`config.mk`:
```
export PLATFORM = sky130hd
export DESIGN_NAME = ext_edge_interrupt_control
export DESIGN_NICKNAME = d
export VERILOG_FILES = /design/src/ext_edge_irq_pkg.sv /design/src/ext_edge_interrupt_control.sv
export SDC_FILE = /design/constraint.sdc
export NUM_CORES = 1
export LEC_CHECK = 0
export BUFFER_PORTS_ARGS = -buffer_cell sky130_fd_sc_hd__buf_2
export CAP_MARGIN = 20
export CELL_PAD_IN_SITES_DETAIL_PLACEMENT = 1
export CELL_PAD_IN_SITES_GLOBAL_PLACEMENT = 2
export CORE_MARGIN = 2
export CORE_UTILIZATION = 28
export DETAILED_ROUTE_END_ITERATION = 12
export GPL_ROUTABILITY_DRIVEN = 0
export PLACE_DENSITY = 0.73
export RECOVER_POWER = 100
export SYNTH_ARGS = -nofsm -noshare
export SYNTH_HDL_FRONTEND = slang
export SYNTH_SLANG_ARGS = --single-unit
```
`constraint.sdc`:
```
create_clock -name clock -period 1.4 [get_ports clock]
set_clock_uncertainty 0.15 [all_clocks]
set_input_delay 0.07 -clock clock [delete_from_list [all_inputs] [get_ports clock]]
set_output_delay 0.07 -clock clock [all_outputs]
set_load 0.1 [all_outputs]
```
`src/ext_edge_irq_pkg.sv`:
```
// ext_edge_irq_pkg: register map, field layout and reset values of the
// external edge interrupt control block.
// assumes a 32-bit classic wishbone bus with one register per aligned word.

`default_nettype none

package ext_edge_irq_pkg;

  // ==========================================================================
  // register indices (byte address is four times the index)
  localparam logic [7:0] TIMER_EXT_REQ_IDX    = 8'h88;
  localparam logic [7:0] SERIAL_ENABLE_IDX    = 8'haa;
  localparam logic [7:0] G0_FALL_IDX          = 8'hb4;
  localparam logic [7:0] SERIAL_PRIO_IDX      = 8'hba;
  localparam logic [7:0] G0_RISE_IDX          = 8'hbb;
  localparam logic [7:0] G1_FALL_IDX          = 8'hbc;
  localparam logic [7:0] G1_RISE_IDX          = 8'hbd;
  localparam logic [7:0] G2_FALL_IDX          = 8'hbe;
  localparam logic [7:0] G2_RISE_IDX          = 8'hbf;
  localparam logic [7:0] IRQ_STATUS_IDX       = 8'hc0;
  localparam logic [7:0] IRQ_MASK_IDX         = 8'hc1;

  // ==========================================================================
  // field positions and writable bits
  localparam int         GROUP1_FLAG_BIT      = 3;
  localparam int         GROUP0_FLAG_BIT      = 1;
  localparam logic [7:0] SERIAL_ENABLE_BITS   = 8'h07;
  localparam logic [7:0] SERIAL_PRIO_BITS     = 8'h1f;
  localparam logic [7:0] G0_EDGE_BITS         = 8'hf0;
  localparam logic [7:0] G1_EDGE_BITS         = 8'hff;
  localparam logic [7:0] G2_EDGE_BITS         = 8'h0f;
  localparam int         STATUS_G0_BIT        = 0;
  localparam int         STATUS_G1_BIT        = 1;
  localparam int         STATUS_G2_BIT        = 2;
  localparam logic [2:0] STATUS_BITS          = 3'h7;

  // ==========================================================================
  // reset values
  localparam logic [7:0] CFG_RESET            = 8'h00;
  localparam logic [2:0] STATUS_RESET         = 3'h0;
  localparam logic       FLAG_RESET           = 1'b0;

  // external pins of the three groups, group 0 holds lines 7..4
  typedef struct packed {
    logic [3:0] group2;
    logic [7:0] group1;
    logic [3:0] group0;
  } ext_lines_s;

  // serial unit settings as seen by the core's arbiter
  typedef struct packed {
    logic [4:0] irqPriority;
    logic [2:0] irqEnable;
  } serial_cfg_s;

endpackage : ext_edge_irq_pkg

`default_nettype wire

```
`src/ext_edge_interrupt_control.sv`:
```
// ext_edge_interrupt_control: serial interrupt enables and priorities,
// per-line edge enables and group request flags for external interrupts.
// assumes pins are asynchronous, serial sources and cpu acks share clock.
//
// Register access over Wishbone was chosen for this implementation.

`timescale 1ns/100ps
`default_nettype none

module ext_edge_interrupt_control
  import ext_edge_irq_pkg::*;
#(
  parameter int SYNC_STAGES = 2
) (
  // clock and reset
  input  wire logic        clock,
  input  wire logic        resetn,
  // wishbone slave
  input  wire logic        cyc_i,
  input  wire logic        stb_i,
  input  wire logic        we_i,
  input  wire logic [9:0]  adr_i,
  input  wire logic [3:0]  sel_i,
  input  wire logic [31:0] dat_i,
  output var  logic [31:0] dat_o,
  output var  logic        ack_o,
  // external interrupt pins
  input  wire ext_lines_s  extLines,
  // serial unit sources and their gated requests
  input  wire logic [2:0]  serialIrqSource,
  output var  logic [2:0]  serialIrqRequest,
  output var  serial_cfg_s serialCfg,
  // cpu acknowledge and group requests
  input  wire logic        cpuAckGroup0,
  input  wire logic        cpuAckGroup1,
  input  wire logic        cpuAckGroup2,
  output var  logic        group0Request,
  output var  logic        group1Request,
  output var  logic        group2Request,
  // summary interrupt
  output var  logic        irq
);

  localparam int NLINES = 16;

  // ==========================================================================
  // elaboration checks
  if (SYNC_STAGES != 2) begin : g_badSync
    $error("only two synchroniser stages are supported");
  end

  // ==========================================================================
  // bus decode
  logic       wbTake;
  logic       wbWrite;
  logic [7:0] regIdx;
  logic [7:0] wrByte;

  // one request is taken per ack; ack drops the cycle after
  // a write lands only on the edge where the master sees ack, never earlier
  assign wbTake  = cyc_i && stb_i && !ack_o;
  assign wbWrite = cyc_i && stb_i && ack_o && we_i && sel_i[0];
  assign regIdx  = adr_i[9:2];
  assign wrByte  = dat_i[7:0];

  // ==========================================================================
  // configuration registers
  logic [7:0] serEn_q;
  logic [7:0] g0Fall_q;
  logic [7:0] g0Rise_q;
  logic [7:0] g1Fall_q;
  logic [7:0] g1Rise_q;
  logic [7:0] g2Fall_q;
  logic [7:0] g2Rise_q;
  logic [2:0] mask_q;

  // reserved bits never store, so they read back zero
  always_ff @(posedge clock) begin
    if (!resetn) begin
      serEn_q  <= CFG_RESET;
      g0Fall_q <= CFG_RESET;
      g0Rise_q <= CFG_RESET;
      g1Fall_q <= CFG_RESET;
      g1Rise_q <= CFG_RESET;
      g2Fall_q <= CFG_RESET;
      g2Rise_q <= CFG_RESET;
      mask_q   <= STATUS_RESET;
    end else if (wbWrite) begin
      case (regIdx)
        SERIAL_ENABLE_IDX: serEn_q  <= wrByte & SERIAL_ENABLE_BITS;
        G0_FALL_IDX:       g0Fall_q <= wrByte & G0_EDGE_BITS;
        G0_RISE_IDX:       g0Rise_q <= wrByte & G0_EDGE_BITS;
        G1_FALL_IDX:       g1Fall_q <= wrByte & G1_EDGE_BITS;
        G1_RISE_IDX:       g1Rise_q <= wrByte & G1_EDGE_BITS;
        G2_FALL_IDX:       g2Fall_q <= wrByte & G2_EDGE_BITS;
        G2_RISE_IDX:       g2Rise_q <= wrByte & G2_EDGE_BITS;
        IRQ_MASK_IDX:      mask_q   <= wrByte[2:0];
        default: begin
        end
      endcase
    end
  end

  // priority bits go straight out as the register itself
  always_ff @(posedge clock) begin
    if (!resetn) begin
      serialCfg.irqPriority <= CFG_RESET[4:0];
    end else if (wbWrite && regIdx == SERIAL_PRIO_IDX) begin
      serialCfg.irqPriority <= wrByte[4:0] & SERIAL_PRIO_BITS[4:0];
    end
  end

  // enable copy for the arbiter, one cycle behind the register
  always_ff @(posedge clock) begin
    if (!resetn) begin
      serialCfg.irqEnable <= CFG_RESET[2:0];
      serialIrqRequest    <= 3'h0;
    end else begin
      serialCfg.irqEnable <= serEn_q[2:0];
      serialIrqRequest    <= serialIrqSource & serEn_q[2:0];
    end
  end

  // ==========================================================================
  // pin synchronisers and edge detection
  logic [NLINES-1:0] meta_q;
  logic [NLINES-1:0] sync_q;
  logic [NLINES-1:0] prev_q;
  logic [NLINES-1:0] riseEn;
  logic [NLINES-1:0] fallEn;
  logic [NLINES-1:0] riseVec;
  logic [NLINES-1:0] fallVec;
  logic [NLINES-1:0] lineHit;

  // meta_q feeds sync_q only; prev_q holds the last settled level
  always_ff @(posedge clock) begin
    if (!resetn) begin
      meta_q <= '0;
      sync_q <= '0;
      prev_q <= '0;
    end else begin
      meta_q <= extLines;
      sync_q <= meta_q;
      prev_q <= sync_q;
    end
  end

  // enables lined up with the pin struct: group2, group1, group0 lines 7..4
  assign riseEn  = {g2Rise_q[3:0], g1Rise_q, g0Rise_q[7:4]};
  assign fallEn  = {g2Fall_q[3:0], g1Fall_q, g0Fall_q[7:4]};
  assign riseVec = sync_q & ~prev_q;
  assign fallVec = ~sync_q & prev_q;

  // per line: both enables set means either edge requests
  for (genvar i = 0; i < NLINES; i++) begin : g_line
    assign lineHit[i] = (riseVec[i] & riseEn[i]) | (fallVec[i] & fallEn[i]);
  end

  logic groupEvent0;
  logic groupEvent1;
  logic groupEvent2;

  // any enabled edge of a group raises its single event
  assign groupEvent0 = |lineHit[3:0];
  assign groupEvent1 = |lineHit[11:4];
  assign groupEvent2 = |lineHit[15:12];

  // ==========================================================================
  // group request flags
  logic tconWrite;

  assign tconWrite = wbWrite && regIdx == TIMER_EXT_REQ_IDX;

  // set wins over both the acknowledge and a software write of zero
  always_ff @(posedge clock) begin
    if (!resetn) begin
      group1Request <= FLAG_RESET;
    end else if (groupEvent1) begin
      group1Request <= 1'b1;
    end else if (cpuAckGroup1) begin
      group1Request <= 1'b0;
    end else if (tconWrite) begin
      group1Request <= wrByte[GROUP1_FLAG_BIT];
    end
  end

  always_ff @(posedge clock) begin
    if (!resetn) begin
      group0Request <= FLAG_RESET;
    end else if (groupEvent0) begin
      group0Request <= 1'b1;
    end else if (cpuAckGroup0) begin
      group0Request <= 1'b0;
    end else if (tconWrite) begin
      group0Request <= wrByte[GROUP0_FLAG_BIT];
    end
  end

  // group two has no timer-register flag; this one shows only at group2Request, and status keeps its own sticky bit
  always_ff @(posedge clock) begin
    if (!resetn) begin
      group2Request <= FLAG_RESET;
    end else if (groupEvent2) begin
      group2Request <= 1'b1;
    end else if (cpuAckGroup2) begin
      group2Request <= 1'b0;
    end
  end

  // ==========================================================================
  // sticky status, write one to clear, set wins
  logic [2:0] status_q;
  logic [2:0] statusSet;
  logic [2:0] statusClr;

  assign statusSet = {groupEvent2, groupEvent1, groupEvent0};
  assign statusClr = (wbWrite && regIdx == IRQ_STATUS_IDX) ? wrByte[2:0] : 3'h0;

  always_ff @(posedge clock) begin
    if (!resetn) begin
      status_q <= STATUS_RESET;
    end else begin
      status_q <= ((status_q & ~statusClr) | statusSet) & STATUS_BITS;
    end
  end

  // level output, registered so it trails the status by one cycle
  always_ff @(posedge clock) begin
    if (!resetn) begin
      irq <= 1'b0;
    end else begin
      irq <= |(status_q & mask_q);
    end
  end

  // ==========================================================================
  // read mux and ack
  logic [7:0] readByte;

  always_comb begin
    readByte = 8'h00;
    case (regIdx)
      TIMER_EXT_REQ_IDX: begin
        readByte[GROUP1_FLAG_BIT] = group1Request;
        readByte[GROUP0_FLAG_BIT] = group0Request;
      end
      SERIAL_ENABLE_IDX: readByte = serEn_q;
      SERIAL_PRIO_IDX:   readByte = {3'h0, serialCfg.irqPriority};
      G0_FALL_IDX:       readByte = g0Fall_q;
      G0_RISE_IDX:       readByte = g0Rise_q;
      G1_FALL_IDX:       readByte = g1Fall_q;
      G1_RISE_IDX:       readByte = g1Rise_q;
      G2_FALL_IDX:       readByte = g2Fall_q;
      G2_RISE_IDX:       readByte = g2Rise_q;
      IRQ_STATUS_IDX:    readByte = {5'h00, status_q};
      IRQ_MASK_IDX:      readByte = {5'h00, mask_q};
      default:           readByte = 8'h00; // unmapped reads zero, still acked
    endcase
  end

  // one wait state: ack and data follow the edge that takes the request
  always_ff @(posedge clock) begin
    if (!resetn) begin
      ack_o <= 1'b0;
      dat_o <= 32'h0000_0000;
    end else begin
      ack_o <= wbTake;
      if (wbTake && !we_i) begin
        dat_o <= {24'h00_0000, readByte};
      end
    end
  end
endmodule : ext_edge_interrupt_control

`default_nettype wire

```
Word level (Yosys, flattened, before mapping)
Cells that the tools add are included.
Cells by class
  bitwise logic cells: 57
  equal/unequal tests: 11
  reduce and logical (&&, ||, !) cells: 26
  multiplexer cells: 14
Operators by type and width (count)
  8-bit equality test (second input constant): 11
  1-bit AND: 32
  16-bit AND: 2
  16-bit NOT: 2
  4-bit case mux with 5 select lines: 1
  1-bit bitwise OR: 16
  1-bit case mux with 8 select lines: 2
  2-bit AND reduction: 8
  3-bit AND: 3
  1-bit logical AND: 9
  1-bit case mux with 9 select lines: 1
  1-bit two-way mux: 8
  4-bit OR reduction: 2
  8-bit OR reduction: 1
  1-bit case mux with 6 select lines: 1
  3-bit nonzero test: 2
  3-bit two-way mux: 1
  3-bit NOT: 1
  3-bit bitwise OR: 1
  3-bit OR reduction: 1
  1-bit logical NOT: 2
  2-bit nonzero test: 1
Word-level totals
  input port bits: 73
  output and inout bits: 48
  flip-flop bits (word level): 113
  logic and storage cells: 129

Longest topological paths before layout
Gate-level depths: netlist of the first run.
  word-level depth: 9
  gate-level depth with buffers: 8
  depth with buffers taken out: 5

Worst setup path after synthesis of the first run
OpenSTA, ideal clock, no wires.
  kind: register -> register
  from: reg ack_o
  to: reg g2Fall_q[0]
  stages on the path, launching flop included: 7
  data required time: 1.134 ns
  buffers on the path: 2
  arrival: 1.900 ns
  clock period less this slack: 2.167 ns
  setup slack: -0.767 ns
  library setup time: 0.116 ns
  cell sequence: dfxtp_1 > and2_0 > clkbuf_1 > and3_1 > clkbuf_2 > mux2i_1 > nor2b_1
Between the ends
  word-level cells in the longest chain between the ends: 4
Ends and longest elaborated chain
  start, declared: RTL line ext_edge_interrupt_control.sv:26  | output var logic ack_o,
  start signal, assigned: RTL line ext_edge_interrupt_control.sv:267  | ack_o <= wbTake;
  1-bit logical AND (3 in series): RTL line ext_edge_interrupt_control.sv:62  | assign wbWrite = cyc_i && stb_i && ack_o && we_i && sel_i[0];
  2-bit AND reduction (no line)
  end signal, assigned: RTL line ext_edge_interrupt_control.sv:95  | G2_FALL_IDX: g2Fall_q <= wrByte & G2_EDGE_BITS;
  end, declared: RTL line ext_edge_interrupt_control.sv:73  | logic [7:0] g2Fall_q;
Every way passes these cells.
A chain may end at the register's enable or synchronous reset.

Final worst setup path of the first run
  from: reg prev_q[0]
  to: reg group0Request
Between the ends
  word-level cells in the longest chain between the ends: 6
  elaborated cells between the ends (all ways): 9
  those cells by class: mux (1); bitwise (6); reduce/logical (2)
Ends and longest elaborated chain
  start, declared: RTL line ext_edge_interrupt_control.sv:128  | logic [NLINES-1:0] prev_q;
  start signal, assigned: RTL line ext_edge_interrupt_control.sv:144  | prev_q <= sync_q;
  16-bit NOT: RTL line ext_edge_interrupt_control.sv:151  | assign riseVec = sync_q & ~prev_q;
  16-bit AND: RTL line ext_edge_interrupt_control.sv:151
  1-bit AND: RTL line ext_edge_interrupt_control.sv:156  | assign lineHit[i] = (riseVec[i] & riseEn[i]) | (fallVec[i] & fallEn[i]);
  1-bit bitwise OR (*): RTL line ext_edge_interrupt_control.sv:156
  4-bit OR reduction (*): RTL line ext_edge_interrupt_control.sv:164  | assign groupEvent0 = |lineHit[3:0];
  3-bit nonzero test (no line) / 1-bit two-way mux (equally long branches)
  end signal, assigned: RTL line ext_edge_interrupt_control.sv:195  | group0Request <= wrByte[GROUP0_FLAG_BIT];
  end, declared: RTL line ext_edge_interrupt_control.sv:37  | output var logic group0Request,
Mark *: on every way between the ends. The rest lies on a longest branch, timed or not.

==> run_results.csv, run 1 <==
group,metric,value,unit
floorplanning,pin_count,121,
worst_hold_path,hold_class,"in -> reg",
yosys,synth_top_area_cell,"dfxtp_1",
placed_design,place_inst,848,
yosys,synth_area,0.004790,mm²
placed_design,place.detailed.hpwl,10560,µm
route,routedWlPerCell,15.98,µm
yosys,synth.avg_cell_area,9.229,µm²
clocking,clock_latency,0.42,ns
critical_path,crit_path_max_incr_delay,0.56,ns
critical_path,crit_slowest_cell,"or4_4",
timing,final_max_slew_viol_count,0,
placed_design,numPortBuffers,67,
finish,stdcell_count,914,
yosys,synth-main-ff-cell,"dfxtp_1",
power_and_ir_drop,total_leakage_power,2.879,nW
timing,finalSetupTns,-0.5539,ns
finish,nets,754,
global_route,antenna_found_initial,0,
finish,area_growth_syn_to_layout,44.88,%
route,via_per_inst,4.566,
yosys,synth.area.top_cells,"dfxtp_1, and2_1, nand2_1",
power_and_ir_drop,peakVddDrop,0.8596,mV
floorplanning,fp.coreArea,0.01664,mm²
clocking,cts_made_buffers,17,
critical_path,worstPathRequired,1.55,ns
placed_design,pre_cts_ws,-0.3009,ns
route,drt_iter0_markers,215,
yosys,ys_seq_elements,113,
critical_path,cp-start-kind,"flip-flop",
global_route,overflow,0,
power_and_ir_drop,total_power,8.233,mW
timing,report.final.hold_viol_count,0,
yosys,synth_cells,519,
timing,hold_slack,0.05090,ns
flow_run,maxCapViolCount,0,
yosys,synth_top_area_share,47.23,%
power_and_ir_drop,p_per_area,1186,mW/mm²
timing,setup-violations-final,17,
floorplanning,die_height,134.8,µm
global_route,grt_max_degree,69,
finish,nFillCells,1911,
clocking,clockBufferDepth,2,
floorplanning,start_util,28.78,%
finish,antenna-diode-count,0,
clocking,cts_tree,"built",
timing,period_minus_slack,1.484,ns
yosys,synth_edf_count,0,
clocking,cts_sinks,113,
critical_path,critical-path-top-delay-family,"simple AND/OR/NAND/NOR gates",
finish,layout-drive-gt1-share,33.86,%
critical_path,path_buf_inv,0,
timing,finalWorstSetupSlack,-0.08438,ns
yosys,ys_seq_area_share,47.23,%
critical_path,path_cells,"nand3b_1, o21ai_1, or4_4, o21a_1",
route,drtPass1Iterations,4,
floorplanning,dieArea,0.01817,mm²
clocking,clk_pin_slew_worst_paths,0.05,ns
yosys,synth_warnings,0,
global_route,first_global_vias,4435,
status,failed_checks,"setup timing",
floorplanning,num_rows,47,
route,drc,0,
critical_path,crit_fanout,2,
timing,rsz0062_at_grt,"yes",
critical_path,critPathKind,"reg -> reg",
yosys,async_flop_share,0,%
yosys,synth.distinct_cells,51,
route,wl,14610,µm
clocking,cts_root_buf,"clkbuf_16",
critical_path,crit_arrival,1.64,ns
floorplanning,die_w,134.8,µm
clocking,cts.htree.levels,4,
status,status,"finished, violations left",
global_route,grt_pass1_wl,23350,µm
timing,period_share,106.0,%
critical_path,critPathCaptureType,"flip-flop",
route,via_count,4173,
route,antenna_left,0,
global_route,gr-usage-all-layers,16.71,%
timing,fmax,673.7,MHz
## flip-flops by register name, indices dropped and copies added, names as in the netlist, 3 cells and up
signal            cells
g1Rise_q              8
status_q              3
prev_q               16
g2Rise_q              4
mask_q                3
meta_q               16
sync_q               16
g2Fall_q              4
g0Rise_q              4
serialCfg             8
serialIrqRequest      3
g1Fall_q              8
serEn_q               3
g0Fall_q              4
dat_o                 8
## placed cells by master, fill, tap and decap left out, types with 18 or more instances in the layout
cell type,instances
buf_2,50
dfxtp_1,90
dlygate4sd3_1,33
mux2i_1,23
nor2b_1,20
buf_4,65
and2_1,40
conb_1,24
a21boi_1,18
dfxtp_2,22
nand2_1,71
## layer usage
| metal | vias up | wire, µm | global-route usage, % |
|---|---|---|---|
| met2 | 72 | 7052 | 27.75 |
| li1 | 2071 | - | - |
| met5 | - | 0 | 0 |
| met4 | 0 | 221 | 6.374 |
| met3 | 15 | 473 | 3.416 |
| met1 | 2015 | 6860 | 21.37 |
## report_power, final
| part | internal [mW] | switching [mW] |
|---|---|---|
| Clock | 2.69 | 1.48 |
| Combinational | 0.240 | 0.519 |
| Sequential | 3.28 | 0.0303 |
## synthesized netlist by cell type, drive strengths merged (12+ instances only)
cell type	number
dfxtp	113
nand2	82
and2	55
buf	37
a21boi	32
mux2i	23
o21ai	22
nor2b	20
nand3	19
nand3b	17
clkbuf	16
nor3	12
## layout make-up
cell class              instances  area [µm²]  share of cell area, %
multi-input cells             374        2476                  35.68
clock inverters                11       111.4                  1.605
clock buffers                  21       460.4                  6.635
flip-flops and latches        113        2293                  33.05
repair buffers                173        1315                  18.95
well taps                     220       275.3                  3.967
inverters                       2       7.507                 0.1082
## tightest hold or removal path: cells and delay by family
family | cells | cell delay, ns
AO/OA/AOI/OAI | 1 | 0.06
buffers and inverters | 2 | 0.29
AND/OR/NAND/NOR | 1 | 0.15
## per-stage QoR
step	util, %	instance area (µm²)
finish	41.70	6939
global route	41.70	6939
CTS	41.06	6834
detailed placement	34.69	5773
global placement	34.69	5773
floorplan	-	4921
## cell families (layout without fill, tap and decap cells)
group	Yosys count	after routing	share of synthesized area [%]
and+or+nand+nor	241	241	28.47
DFF	113	113	47.23
muxes	24	24	5.042
AOI/OAI and AO/OA	85	85	12.23
buffers and inverters	55	207	6.949
other	1	24	0.07829
## worst paths after layout
| kind | cells past startpoint | start | to | slack, ns |
|---|---|---|---|---|
| worst min-delay path | 4 | adr_i[6] | dat_o[6] | 0.05 |
| worst max register to register | 4 | prev_q[0] | group0Request | -0.08 |
| worst max-delay path | 4 | prev_q[0] | group0Request | -0.08 |
| worst min register to register | 1 | meta_q[2] | sync_q[2] | 0.28 |
## timing repair
action,CTS,global route
setup buffers,1,2
resized for setup,65,46
pin swaps,16,19
endpoints found under the setup margin,70,46
hold endpoints to repair,69,0
hold buffers,33,0
(Power assumes the default switching activity.)
==> run 2: changes to the inputs <==
Settings changed: PLACE_DENSITY 0.73 to unset, PLACE_DENSITY_LB_ADDON set to 0.12, SETUP_SLACK_MARGIN set to 0.05.
==> run_results.csv, run 2 (synthesis gave the netlist of run 1 again) <==
group,metric,value,unit
route,wl_met2,7427,µm
power_and_ir_drop,p_int,5.900,mW
global_route,gr-usage-all-layers,17.43,%
clocking,cts_sinks,113,
finish,stdcell_count,921,
floorplanning,die_height,134.8,µm
clocking,cts_root_buf,"clkbuf_16",
critical_path,r2r-start,"prev_q[2]",
timing,setup-violations-final,8,
status,failed_checks,"setup timing",
worst_hold_path,hold-path-endpoint,"serEn_q[1]",
global_route,antenna_found_initial,0,
power_and_ir_drop,total_leakage_power,2.916,nW
status,status,"finished, violations left",
timing,hold_slack,0.08231,ns
placed_design,numPortBuffers,67,
placed_design,place_area,0.005806,mm²
timing,period_minus_slack,1.509,ns
route,drtPass1Iterations,4,
critical_path,reg2reg_depth,4,
floorplanning,die_w,134.8,µm
worst_hold_path,hold_path_depth,5,
clocking,clockBufferDepth,2,
power_and_ir_drop,seq_power_share,41.6,%
critical_path,crit_arrival,1.67,ns
timing,final_max_slew_viol_count,0,
finish,fin_area,0.007211,mm²
critical_path,crit_fanout,2,
finish,final_cell_mix,"dfxtp_1, buf_4, nand2_1",
worst_hold_path,hold_start,"adr_i[6]",
route,drt_iter0_markers,236,
finish,antenna-diode-count,0,
flow_run,maxCapViolCount,0,
power_and_ir_drop,p_clk_share,48.6,%
route,drc,0,
clocking,clock_latency,0.42,ns
clocking,cts_tree,"built",
route,wl_met3,575,µm
timing,rsz0062_at_grt,"yes",
power_and_ir_drop,swShare,25.89,%
power_and_ir_drop,peakVddDrop,0.8323,mV
route,wl,15070,µm
route,topRoutingLayerUsed,"met4",
placed_design,place.detailed.hpwl,10980,µm
floorplanning,num_rows,47,
global_route,grt_pass1_wl,24010,µm
power_and_ir_drop,power_switching,2.061,mW
route,via_count,4260,
global_route,first_global_vias,4495,
critical_path,r2r-end,"group0Request",
power_and_ir_drop,total_power,7.961,mW
finish,layout-drive-gt1-share,41.08,%
route,via_per_inst,4.625,
floorplanning,fp.coreArea,0.01664,mm²
critical_path,reg2reg_setup_slack,-0.11,ns
critical_path,worstPathRequired,1.56,ns
clocking,clk_pin_slew_worst_paths,0.06,ns
global_route,overflow,0,
power_and_ir_drop,combPwrFrac,9.8,%
timing,period_share,107.8,%
floorplanning,pin_count,121,
clocking,cts.htree.levels,4,
power_and_ir_drop,p_per_area,1104,mW/mm²
critical_path,critPathKind,"reg -> reg",
route,routedWlPerCell,16.36,µm
placed_design,place_inst,851,
finish,area_growth_syn_to_layout,50.55,%
floorplanning,dieArea,0.01817,mm²
finish,top_regs,"meta_q: 16 flops, prev_q: 16 flops, sync_q: 16 flops",
timing,fmax,662.6,MHz
critical_path,cp-start-kind,"flip-flop",
finish,layout_commonest_cell,"dfxtp_1",
worst_hold_path,hold_class,"in -> reg",
floorplanning,start_util,28.78,%
timing,finalWorstSetupSlack,-0.1091,ns
route,drt-met1-wl,6841,µm
global_route,grt_max_degree,73,
timing,report.final.hold_viol_count,0,
route,antenna_left,0,
finish,nets,762,
critical_path,critPathCaptureType,"flip-flop",
clocking,cts_made_buffers,17,
[run 2: layer usage]
metal  GRT usage, %  vias to the layer above
li1               -                     2089
met5              0                        -
met3          4.730                       14
met2          29.24                       87
met1          21.49                     2070
met4          6.199                        0
[run 2: metrics by stage]
step           setup TNS, ns  utilization [%]  setup slack (ns)
3_3_place_gp          -11.06            34.88           -0.2768
4_1_cts              -0.7340            42.40           -0.1310
6_report             -0.3164            43.33           -0.1091
5_1_grt               -1.489            43.33           -0.1324
3_5_place_dp          -12.84            34.88           -0.3371
2_1_floorplan         -5.949                -           -0.1898
[run 2: critical path: stages, from the launching register on]
cell and delay, ns:
dfxtp_2 0.32, nand3b_1 0.09, o21ai_1 0.06, or4_4 0.57
o21a_1 0.20
[run 2: area by class of cell]
type | instances | area, µm²
clock buffers | 20 | 467.9
clock inverters | 11 | 63.81
fillers | 1876 | 9432
inverters | 2 | 7.507
multi-input cells | 374 | 2689
flip-flops and latches | 113 | 2296
well taps | 220 | 275.3
repair buffers | 181 | 1411
[run 2: timing repair]
| action | CTS | global route |
|---|---|---|
| resized for setup | 119 | 73 |
| cloned | 1 | 0 |
| setup buffers | 4 | 4 |
| setup endpoints to repair | 81 | 59 |
| pin swaps | 32 | 42 |
| endpoints found under the hold margin | 76 | 0 |
| hold buffers | 33 | 0 |
[run 2: power by group through the flow]
stage | Combinational (mW) | Clock [mW] | Sequential [mW]
floorplan | 0.503 | 0 | 3.40
global placement | 0.680 | 0 | 3.37
detailed placement | 0.684 | 0 | 3.37
CTS | 0.784 | 3.97 | 3.31
global route | 0.824 | 4.13 | 3.31
finish | 0.780 | 3.87 | 3.31
[run 2: worst max-delay path by stage]
stage,slack [ns],endpoint,startpoint,cells after the start
global placement,-0.28,dat_o[1],adr_i[2],7
global route,-0.13,group0Request,prev_q[2],4
detailed placement,-0.34,dat_o[1],adr_i[2],7
CTS,-0.13,group0Request,prev_q[3],4
finish,-0.11,group0Request,prev_q[2],4
floorplan,-0.19,g2Fall_q[0],ack_o,6
==> run 3: changes to the inputs <==
Settings changed: REMOVE_ABC_BUFFERS set to 1.
==> run_results.csv, run 3 (synthesis gave the netlist of run 1 again) <==
group,metric,value,unit
timing,rsz0062_at_grt,"yes",
critical_path,r2r-end,"status_q[0]",
finish,final_cell_mix,"dfxtp_1, buf_4, nand2_1",
floorplanning,num_rows,47,
timing,final_max_slew_viol_count,0,
power_and_ir_drop,seq_power_share,38.1,%
flow_run,maxCapViolCount,0,
route,via_count,4342,
floorplanning,start_util,28.78,%
finish,nets,772,
placed_design,place.detailed.hpwl,11300,µm
critical_path,critPathKind,"reg -> reg",
finish,stdcell_count,932,
placed_design,place_area,0.005849,mm²
floorplanning,die_w,134.8,µm
power_and_ir_drop,power_switching,2.106,mW
route,drtPass1Iterations,4,
global_route,grt_pass1_wl,25290,µm
floorplanning,fp.coreArea,0.01664,mm²
finish,layout_commonest_cell,"dfxtp_1",
status,failed_checks,"setup timing",
timing,report.final.hold_viol_count,0,
clocking,clockBufferDepth,2,
route,routedWlPerCell,17.22,µm
clocking,clk_pin_slew_worst_paths,0.05,ns
clocking,cts_sinks,113,
timing,fmax,684.8,MHz
finish,fin_area,0.007297,mm²
global_route,antenna_found_initial,0,
placed_design,place_inst,860,
global_route,grt_max_degree,68,
route,wl,16050,µm
power_and_ir_drop,p_clk_share,52.8,%
clocking,cts_root_buf,"clkbuf_16",
critical_path,reg2reg_depth,4,
critical_path,crit_fanout,2,
clocking,clock_latency,0.42,ns
route,antenna_left,0,
route,via_per_inst,4.659,
placed_design,numPortBuffers,67,
status,status,"finished, violations left",
route,drt_iter0_markers,187,
critical_path,reg2reg_setup_slack,-0.06,ns
clocking,cts_tree,"built",
timing,setup-violations-final,9,
global_route,gr-usage-all-layers,18.37,%
global_route,first_global_vias,4500,
critical_path,cp-start-kind,"flip-flop",
floorplanning,dieArea,0.01817,mm²
finish,layout-drive-gt1-share,38.76,%
critical_path,worstPathRequired,1.56,ns
floorplanning,pin_count,121,
critical_path,r2r-start,"prev_q[0]",
finish,area_growth_syn_to_layout,52.35,%
worst_hold_path,hold_class,"in -> reg",
power_and_ir_drop,p_per_area,1190,mW/mm²
floorplanning,die_height,134.8,µm
global_route,overflow,0,
timing,period_share,104.3,%
finish,antenna-diode-count,0,
clocking,cts.htree.levels,4,
critical_path,crit_arrival,1.62,ns
worst_hold_path,hold_start,"we_i",
power_and_ir_drop,swShare,24.25,%
finish,top_regs,"meta_q: 16 flops, prev_q: 16 flops, sync_q: 16 flops",
power_and_ir_drop,peakVddDrop,0.8233,mV
worst_hold_path,hold_path_depth,5,
power_and_ir_drop,combPwrFrac,9.2,%
critical_path,critPathCaptureType,"flip-flop",
power_and_ir_drop,p_int,6.580,mW
timing,period_minus_slack,1.460,ns
finish,nFillCells,1869,
route,drc,0,
worst_hold_path,hold-path-endpoint,"dat_o[4]",
timing,finalWorstSetupSlack,-0.06029,ns
power_and_ir_drop,total_leakage_power,3.029,nW
clocking,cts_made_buffers,17,
-- run 3: metrics by stage --
stage	util, %	hold slack, ns	worst slack [ns]	TNS (ns)	power (mW)
global placement	35.15	0.1251	-0.3199	-12.20	4.058
floorplan	-	0.03751	-1.270	-53.10	3.786
finish	43.85	0.07083	-0.06029	-0.3091	8.686
global route	43.85	0.09766	-0.1223	-1.860	8.989
detailed placement	35.15	0.1309	-0.3871	-13.84	4.066
CTS	42.87	0.05408	-0.05189	-0.3487	8.782
-- run 3: layer usage --
metal  GRT usage [%]  share of wire [%]  vias up
met5               0                  0        -
met4           5.556                1.4        0
met3           4.429                4.4       18
met2           29.16                 46      109
met1           24.74                 48     2098
li1                -                  -     2117
-- run 3: repair_timing --
action                                  4_1_cts  5_1_grt
pin swaps                                    44       29
gates resized for setup                     121       62
endpoints found under the setup margin       78       57
hold endpoints to repair                     67        0
cloned                                        1        0
hold buffers                                 32        0
setup buffers                                 5        5
-- run 3: worst max-delay path: stages (launching register included) --
cell,delay (ns)
dfxtp_2,0.32
nand3b_1,0.10
o21ai_1,0.07
or4_4,0.54
o21a_1,0.18
-- run 3: worst max-delay path by stage --
stage,from,end,cells after the start,slack [ns]
after floorplan,ack_o,serialCfg[6],4,-1.27
final,prev_q[0],status_q[0],4,-0.06
after CTS,prev_q[13],group2Request,4,-0.05
after detailed placement,adr_i[9],g1Rise_q[0],7,-0.39
after global placement,adr_i[2],g1Rise_q[7],8,-0.32
after global routing,prev_q[5],group1Request,5,-0.12
-- run 3: final cells by class --
class / count / area (µm²) / share of cell area [%]
multi-input cells: 374 / 2618 / 35.87
inverters: 2 / 7.507 / 0.1029
clock buffers: 21 / 460.4 / 6.310
clock inverters: 11 / 160.2 / 2.195
flip-flops and latches: 113 / 2281 / 31.26
well taps: 220 / 275.3 / 3.772
repair buffers: 191 / 1495 / 20.49
-- run 3: power groups by stage --
stage,clock network [mW],registers (mW),logic [mW]
finish,4.58,3.31,0.795
global route,4.84,3.31,0.838
CTS,4.69,3.31,0.786
detailed placement,0,3.37,0.692
global placement,0,3.37,0.686
floorplan,0,3.40,0.383
